### src/verilog/mbx_pkg.sv
// Package of constants for the parallel slave mailbox port
package mbx_pkg;
   // Local register offsets
   localparam logic [7:0] OFS_BYTE_0 = 8'h20;
   localparam logic [7:0] OFS_BYTE_1 = 8'h21;
   localparam logic [7:0] OFS_BYTE_2 = 8'h22;
   localparam logic [7:0] OFS_STATUS = 8'h23;
   localparam logic [7:0] OFS_CONTROL = 8'h24;
   // Master slot codes
   localparam logic [1:0] SLOT_0 = 2'h0;
   localparam logic [1:0] SLOT_1 = 2'h1;
   localparam logic [1:0] SLOT_2 = 2'h2;
   localparam logic [1:0] SLOT_STATUS = 2'h3;
   // Status fields
   localparam int ST_MASTER_WROTE = 7;
   localparam int ST_IN_LO = 4;
   localparam int ST_LOCAL_WROTE = 3;
   localparam int ST_OUT_LO = 0;
   localparam logic [7:0] STATUS_RESET = 8'h00;
   // Control fields
   localparam int CT_FETCH = 7;
   localparam int CT_BOOT_HI = 6;
   localparam int CT_BOOT_LO = 5;
   localparam int CT_ALT_SEL = 4;
   localparam int CT_MODE_HI = 3;
   localparam int CT_MODE_LO = 2;
   localparam int CT_PRI_HI = 1;
   localparam int CT_PRI_LO = 0;
   localparam logic [1:0] MODE_PORT_IN = 2'h0;
   localparam logic [1:0] MODE_PORT_OUT = 2'h1;
   localparam logic [1:0] MODE_SLAVE = 2'h2;
   localparam logic [1:0] MODE_IO_BUS = 2'h3;
   localparam logic [1:0] PRI_OFF = 2'h0;
   localparam logic [11:0] INT_VECTOR_OFS = 12'h080;
   typedef enum logic [1:0] {
      ST_IDLE = 2'b00,
      ST_ACTIVE = 2'b01,
      ST_DONE = 2'b11
   } mbx_strobe_t;
endpackage

### src/verilog/mbx_sync.sv
// Two-flop synchroniser for a group of pin inputs
`timescale 1ns/1ns
`default_nettype none
module mbx_sync #(
   parameter int WIDTH = 1,
   parameter logic [WIDTH-1:0] INIT = '1
) (
   input wire logic clock,
   input wire logic rst,
   input wire logic [WIDTH-1:0] d,
   output logic [WIDTH-1:0] q
);
   logic [WIDTH-1:0] meta;
   always_ff @(posedge clock) begin
      if (rst) begin
         meta <= INIT;
         q <= INIT;
      end else begin
         meta <= d;
         q <= meta;
      end
   end
endmodule
`default_nettype wire

### src/verilog/mbx_strobe.sv
// Strobe tracker: one pulse at the start and one at the end of a strobe
`timescale 1ns/1ns
`default_nettype none
module mbx_strobe
   import mbx_pkg::*;
(
   input wire logic clock,
   input wire logic rst,
   input wire logic active,
   output logic start,
   output logic finish
);
   mbx_strobe_t state;
   mbx_strobe_t next_state;
   always_comb begin
      next_state = state;
      case (state)
         ST_IDLE: begin
            if (active) next_state = ST_ACTIVE;
         end
         ST_ACTIVE: begin
            if (!active) next_state = ST_DONE;
         end
         ST_DONE: begin
            next_state = active ? ST_ACTIVE : ST_IDLE;
         end
         default: next_state = ST_IDLE;
      endcase
   end
   assign start = (state != ST_ACTIVE) && active;
   assign finish = (state == ST_ACTIVE) && !active;
   always_ff @(posedge clock) begin
      if (rst) state <= ST_IDLE;
      else state <= next_state;
   end
endmodule
`default_nettype wire

### src/verilog/mbx_port.sv
// Parallel slave mailbox port: master pins and local register port
// ------------------------------------------------------------
// ------------------------------------------------------------
`timescale 1ns/1ns
`default_nettype none
module mbx_port
   import mbx_pkg::*;
(
   input wire logic clock,
   input wire logic rst,
   // Local register port
   input wire logic [7:0] reg_addr,
   input wire logic reg_read,
   input wire logic reg_write,
   input wire logic [7:0] reg_wdata,
   output logic [7:0] reg_rdata,
   // Master pins
   input wire logic [7:0] port_bus_in,
   output logic [7:0] port_bus_out,
   output logic port_bus_oe_n,
   input wire logic [1:0] port_addr,
   input wire logic port_read_n,
   input wire logic port_write_n,
   input wire logic port_select_n,
   input wire logic alt_select_n,
   output logic attention_out_n,
   // Mode pins and system side
   input wire logic [1:0] boot_select_pins,
   output logic port_enabled,
   output logic port_pins_own,
   output logic [1:0] pin_mode,
   output logic ignore_boot_pins,
   output logic irq,
   output logic [1:0] irq_priority,
   output logic [11:0] irq_vector
);
   import mbx_pkg::*;

   // ------------------------------------------------------------
   // Pin synchronisers
   // ------------------------------------------------------------
   logic [5:0] pins_raw;
   logic [5:0] pins_s;
   logic [7:0] bus_s;
   logic [1:0] boot_s;
   assign pins_raw = {port_addr, port_read_n, port_write_n, port_select_n, alt_select_n};
   mbx_sync #(.WIDTH(6), .INIT(6'h3f)) u_sync_pins (
      .clock(clock),
      .rst(rst),
      .d(pins_raw),
      .q(pins_s)
   );
   mbx_sync #(.WIDTH(8), .INIT(8'h00)) u_sync_bus (
      .clock(clock),
      .rst(rst),
      .d(port_bus_in),
      .q(bus_s)
   );
   mbx_sync #(.WIDTH(2), .INIT(2'h0)) u_sync_boot (
      .clock(clock),
      .rst(rst),
      .d(boot_select_pins),
      .q(boot_s)
   );

   // ------------------------------------------------------------
   // Control register
   // ------------------------------------------------------------
   logic ctl_fetch;
   logic ctl_alt;
   logic [1:0] ctl_mode;
   logic [1:0] ctl_pri;
   wire l_sel_byte0 = reg_addr == OFS_BYTE_0;
   wire l_sel_byte1 = reg_addr == OFS_BYTE_1;
   wire l_sel_byte2 = reg_addr == OFS_BYTE_2;
   wire l_sel_stat = reg_addr == OFS_STATUS;
   wire l_sel_ctl = reg_addr == OFS_CONTROL;
   wire l_sel_any = l_sel_byte0 | l_sel_byte1 | l_sel_byte2 | l_sel_stat;
   always_ff @(posedge clock) begin
      if (rst) begin
         ctl_fetch <= 1'b0;
         ctl_alt <= 1'b0;
         ctl_mode <= MODE_PORT_IN;
         ctl_pri <= PRI_OFF;
      end else if (reg_write && l_sel_ctl) begin
         ctl_fetch <= reg_wdata[CT_FETCH];
         ctl_alt <= reg_wdata[CT_ALT_SEL];
         ctl_mode <= reg_wdata[CT_MODE_HI:CT_MODE_LO];
         ctl_pri <= reg_wdata[CT_PRI_HI:CT_PRI_LO];
      end
   end
   wire enabled = ctl_mode == MODE_SLAVE;
   assign port_enabled = enabled;
   assign port_pins_own = enabled;
   assign pin_mode = ctl_mode;
   assign ignore_boot_pins = ctl_fetch;

   // ------------------------------------------------------------
   // Master access decode
   // ------------------------------------------------------------
   logic [1:0] m_addr;
   logic m_rd;
   logic m_wr;
   logic m_cs;
   logic [1:0] m_addr_q;
   logic rd_start;
   logic rd_end;
   logic wr_start;
   logic wr_end;
   assign m_addr = pins_s[5:4];
   assign m_cs = enabled && !(ctl_alt ? pins_s[0] : pins_s[1]);
   assign m_rd = m_cs && !pins_s[3];
   assign m_wr = m_cs && !pins_s[2];
   mbx_strobe u_rd (
      .clock(clock),
      .rst(rst),
      .active(m_rd),
      .start(rd_start),
      .finish(rd_end)
   );
   mbx_strobe u_wr (
      .clock(clock),
      .rst(rst),
      .active(m_wr),
      .start(wr_start),
      .finish(wr_end)
   );
   always_ff @(posedge clock) begin
      if (rst) m_addr_q <= SLOT_0;
      else if (rd_start || wr_start) m_addr_q <= m_addr;
   end
   logic [7:0] wr_data_q;
   always_ff @(posedge clock) begin
      if (wr_start || m_wr) wr_data_q <= bus_s;
   end
   // Read ends empty the slot; write ends commit the captured byte
   wire m_rd_done = rd_end;
   wire m_wr_done = wr_end;
   wire m_stat = m_addr_q == SLOT_STATUS;
   wire m_access = rd_start || wr_start;

   // ------------------------------------------------------------
   // Mailbox bytes and flags
   // ------------------------------------------------------------
   logic [7:0] in_byte [3];
   logic [7:0] out_byte [3];
   logic [2:0] in_full;
   logic [2:0] out_full;
   logic master_wrote;
   logic local_wrote;
   logic [2:0] l_slot;
   assign l_slot = {l_sel_byte2, l_sel_byte1, l_sel_byte0};

   function automatic logic [2:0] slot_hot(input logic [1:0] a);
      slot_hot = (a == SLOT_STATUS) ? 3'h0 : 3'(3'h1 << a);
   endfunction

   wire [2:0] m_wr_hot = m_wr_done ? slot_hot(m_addr_q) : 3'h0;
   wire [2:0] m_rd_hot = m_rd_done ? slot_hot(m_addr_q) : 3'h0;
   wire [2:0] l_wr_hot = reg_write ? l_slot : 3'h0;
   wire [2:0] l_rd_hot = reg_read ? l_slot : 3'h0;

   // Set wins over clear on every flag
   always_ff @(posedge clock) begin
      if (rst) begin
         in_full <= 3'h0;
         out_full <= 3'h0;
      end else begin
         in_full <= (in_full & ~l_rd_hot) | m_wr_hot;
         out_full <= (out_full & ~m_rd_hot) | l_wr_hot;
      end
   end

   always_ff @(posedge clock) begin
      for (int i = 0; i < 3; i++) begin
         if (m_wr_hot[i]) in_byte[i] <= wr_data_q;
         if (l_wr_hot[i]) out_byte[i] <= reg_wdata;
      end
   end

   // ------------------------------------------------------------
   // Event bits: attention and local request
   // ------------------------------------------------------------
   wire l_access = (reg_read || reg_write) && l_sel_any;
   wire any_access = l_access || m_access;
   wire master_slot0 = m_wr_done && m_addr_q == SLOT_0;
   wire local_slot0 = reg_write && l_sel_byte0;
   always_ff @(posedge clock) begin
      if (rst) begin
         master_wrote <= 1'b0;
         local_wrote <= 1'b0;
      end else begin
         // Ordinary accesses clear, slot 0 writes set; set wins
         if (master_slot0) master_wrote <= 1'b1;
         else if (any_access || (reg_write && l_sel_stat)) master_wrote <= 1'b0;
         if (local_slot0) local_wrote <= 1'b1;
         else if (any_access || (m_wr_done && m_stat)) local_wrote <= 1'b0;
      end
   end

   logic [7:0] status;
   always_comb begin
      status = STATUS_RESET;
      status[ST_MASTER_WROTE] = master_wrote;
      status[ST_IN_LO +: 3] = in_full;
      status[ST_LOCAL_WROTE] = local_wrote;
      status[ST_OUT_LO +: 3] = out_full;
   end

   assign irq = master_wrote && (ctl_pri != PRI_OFF);
   assign irq_priority = ctl_pri;
   assign irq_vector = INT_VECTOR_OFS;
   assign attention_out_n = !(local_wrote && enabled);

   // ------------------------------------------------------------
   // Read data paths
   // ------------------------------------------------------------
   logic [7:0] ctl_view;
   always_comb begin
      ctl_view = 8'h00;
      ctl_view[CT_FETCH] = ctl_fetch;
      ctl_view[CT_BOOT_HI:CT_BOOT_LO] = boot_s;
      ctl_view[CT_ALT_SEL] = ctl_alt;
   end
   wire [7:0] l_rd_mux = l_sel_byte0 ? in_byte[0] :
                         l_sel_byte1 ? in_byte[1] :
                         l_sel_byte2 ? in_byte[2] :
                         l_sel_stat ? status :
                         l_sel_ctl ? ctl_view : 8'h00;
   always_ff @(posedge clock) begin
      if (rst) reg_rdata <= 8'h00;
      else if (reg_read) reg_rdata <= l_rd_mux;
   end

   wire [7:0] m_rd_mux = (m_addr == SLOT_STATUS) ? status :
                         (m_addr == SLOT_2) ? out_byte[2] :
                         (m_addr == SLOT_1) ? out_byte[1] : out_byte[0];
   logic drive;
   always_ff @(posedge clock) begin
      if (rst) begin
         port_bus_out <= 8'h00;
         drive <= 1'b0;
      end else begin
         drive <= m_rd;
         if (m_rd) port_bus_out <= m_rd_mux;
      end
   end
   assign port_bus_oe_n = !(drive && m_rd);
endmodule
`default_nettype wire

### config.mk
export PLATFORM = sky130hd
export DESIGN_NAME = mbx_port
export DESIGN_NICKNAME = d
export VERILOG_FILES = /design/src/verilog/mbx_pkg.sv /design/src/verilog/mbx_sync.sv /design/src/verilog/mbx_strobe.sv /design/src/verilog/mbx_port.sv
export SDC_FILE = /design/constraint.sdc
export NUM_CORES = 1
export LEC_CHECK = 0
export CAP_MARGIN = 20
export CORE_MARGIN = 4
export CORE_UTILIZATION = 55
export DETAILED_ROUTE_END_ITERATION = 6
export DONT_BUFFER_PORTS = 1
export PLACE_DENSITY = 0.7
export SYNTH_ARGS = -nofsm -noshare
export SYNTH_HDL_FRONTEND = slang
export SYNTH_SLANG_ARGS = --single-unit
### constraint.sdc
create_clock -name clock -period 6.4 [get_ports clock]
set_input_delay 1.28 -clock clock [delete_from_list [all_inputs] [get_ports clock]]
set_output_delay 1.28 -clock clock [all_outputs]
set_load 0.01 [all_outputs]
==> results.md <==
- Outcome: finished clean
- Most frequent cells in the layout: 69 x dfxtp_1, 56 x edfxtp_1, 24 x nand2_1, 23 x nor2b_1, 23 x mux2i_1
- Tmin final: about 3.6 ns
- Max Fanout on Critical Path: 15
- Num CTS Buffers: 17
- Vias in the first global route: 2654
- ANT cells: 0
- RSZ-0062 raised after global routing: no
- GRT Resource Usage Total: 0.178
- Cell Area, Synth: 4690 µm²
- WL final: approximately 8400 µm
- Tightest Pin Transition: 1.12 ns
- Distinct cells, synth: 48
- # fillers: 641
- Final Wtd Congestion: between 0.8 and 0.9
- Hold path depth: 0
- EDFF count, synth: 56
- #FFs+latches synth: roughly 130
- Worst Setup Path Type: flip-flop to output pin
- Post-synth top area cell: edfxtp_1
- Hold_sp: u_sync_bus.q[0]$_SDFF_PP0_
- Skew final: 0.0154 ns
- Setup crit start kind: flip-flop
- Global-route wire length before repair: 13500 µm
- Post-CTS Setup Bufs: 0
- Hold path endpoint: wr_data_q[0]$_DFFE_PP_
- H-tree depth: 4
- Mapped Cells: approximately 360
- Synthesis Warnings: 0
- Synth Flop Type: dfxtp_1
- Resized Gates After CTS: 0
- Avg Vias per Cell: approximately 5.5
- # rows: 33
- Largest net degree at the start of global routing: 70
- Area of the core: 8260 µm²
- Worst min-delay path class: flip-flop to flip-flop
- Share of cells above drive strength 1: 0.164
- Overflow after GRT: 0
- Worst Setup End Kind: output pin
- Synth top area cells: edfxtp_1 36%, dfxtp_1 29%, mux2i_1 4.9%, mux4_2 3.8%, nor2b_1 3.1%
- Total power: between 1500 and 2000 µW
- Fin nets: 396
- Reg area: 3060 µm²
- CTS Sinks: 125
- DR vias: 2644
- Final setup violation count: 0
- Clock transition at the registers of the reported paths: 0.06 ns
- Worst reg2reg path endpoint: in_byte[0][1]$_DFFE_PP_
- CTS max path bufs: 2
- Initial antenna violation count: 0
- R2R depth: 4
- Dpl cell area: 4680 µm²
- Slew Limit Fails: 0
- Starting Density: 0.568
- Asr flop ratio synth: 0
- Post-Syn Area per Cell: 13.0 µm²
- IO Count: 74
- Worst EP arrival: 2.35 ns
- Die width: 100 µm
- Final hold viol count: 0
- Setup_tns: 0 ns
- Headroom to the max-slew limit: 0.246
- Commonest non-fill, non-tap cell in the layout: dfxtp_1
- TritonRoute pass-1 iters: 4
- Total leakage power: 0.00187 µW
- Hold_buf cts: 0
- Chip height: 100 µm
- Hpwl dp: 5760 µm
- P&R area growth vs syn: 12.2%
- Clk_lat worst skew: 0.51 ns
- Worst vdd ir: about 220 µV
- DR DRC count: 0
- Final Cycle Share: 0.568
- R2r startpoint: ctl_alt$_SDFFE_PP0P_
- Post-route ant nets: 0
- Die area: 10100 µm²
- Worst path required time: 5.12 ns
- F_max: 0.275 GHz
- Final Instance Area: 5260 µm²
- DR iter-0 viols: 185
- PwrDens: 341 nW/µm²
- Area of the multi-input gates: about 1400 µm²
- Area share of the largest cell type after synthesis: 0.359
- CTS tree: done
- FF-to-FF setup slack: 4.31 ns
- IO Port Bufs: 0
- Number of max-cap violations: 0
- Register area share after synthesis: 0.653
- CTS root buf: clkbuf_8
- Routed len/inst: 17.7 µm
[area by class of cell]
cell class | count | share of cell area
sequential | 125 | 0.582
multi-input combinational | 201 | 0.271
clock buffer | 18 | 0.0835
clock inverter | 14 | 0.0266
tap | 105 | 0.0250
inverter | 14 | 0.00999
timing repair buffer | 1 | 0.00143
[power by group]
| group | internal (µW) | switching [µW] | total (µW) |
|---|---|---|---|
| Combinational | 16.7 | 12.3 | 29.0 |
| Sequential | 840 | 4.74 | 845 |
| Clock | 553 | 369 | 921 |
[state kept, by name, indices dropped and copies added, names as in the netlist, 3 cells and up]
| register | flops |
|---|---|
| wr_data_q | 8 |
| port_bus_out | 8 |
| out_full | 3 |
| u_sync_pins.q | 6 |
| in_byte | 24 |
| reg_rdata | 8 |
| out_byte | 24 |
| u_sync_bus.meta | 8 |
| u_sync_bus.q | 8 |
| in_full | 3 |
| u_sync_pins.meta | 6 |
[worst max-delay path: stages, from the launching register on]
cell     delay (ns)
dfxtp_1        0.40
mux2_2         0.40
nor3_2         0.79
nand2_1        0.25
[synth_stat cells, types with 2 or more instances]
library cell / n
or3_1: 3
conb_1: 2
o41ai_1: 4
o22ai_1: 2
o32ai_1: 4
o21ai_0: 4
clkbuf_1: 12
nand2b_1: 5
buf_6: 2
nor2_1: 18
inv_1: 14
edfxtp_1: 56
nor2b_1: 23
a21oi_1: 15
a211oi_1: 4
o31ai_1: 2
nand3_1: 3
nand2_1: 24
nor3_1: 6
buf_2: 3
a22oi_1: 4
a22o_1: 4
or2_2: 12
nor4_2: 2
mux2i_1: 23
mux4_2: 8
dfxtp_1: 69
buf_4: 13
[routing by layer]
layer,GRT usage,wire (µm)
met5,0,0
met2,0.273,4010
met4,0.0725,146
met1,0.228,3600
met3,0.0681,694
[how the worst max path moves through the flow]
stage                         start                        to  slack (ns)  cells after the start
3_3_place_gp            reg_addr[7]  out_byte[0][1]$_DFFE_PP_        3.24                      2
6_report       ctl_alt$_SDFFE_PP0P_             port_bus_oe_n        2.77                      3
4_1_cts        ctl_alt$_SDFFE_PP0P_             port_bus_oe_n        2.72                      3
2_1_floorplan           reg_addr[7]  out_byte[0][0]$_DFFE_PP_        3.46                      3
5_1_grt        ctl_alt$_SDFFE_PP0P_             port_bus_oe_n        2.65                      3
3_5_place_dp            reg_addr[7]  local_wrote$_SDFFE_PP0P_        3.19                      4
[stage by stage]
step	util	setup slack, ns	cells	hold WS, ns
5_1_grt	0.637	2.65	478	0.411
2_1_floorplan	-	3.46	371	0.386
6_report	0.637	2.77	478	0.403
3_5_place_dp	0.567	3.19	446	0.390
4_1_cts	0.637	2.72	478	0.406
3_3_place_gp	0.567	3.24	446	0.387
[cells by family (layout without fill, tap and decap cells)]
kind of cell    count (synthesis)  in the layout  share of synthesized area
flops                         125            125                      0.653
simple gates                  105            105                      0.126
compound gates                 51             51                     0.0763
buf+inv                        45             47                     0.0504
mux                            32             32                     0.0899
other cells                     2             12                    0.00160
fa+ha+maj                       1              1                    0.00214
(Power assumes the default switching activity.)
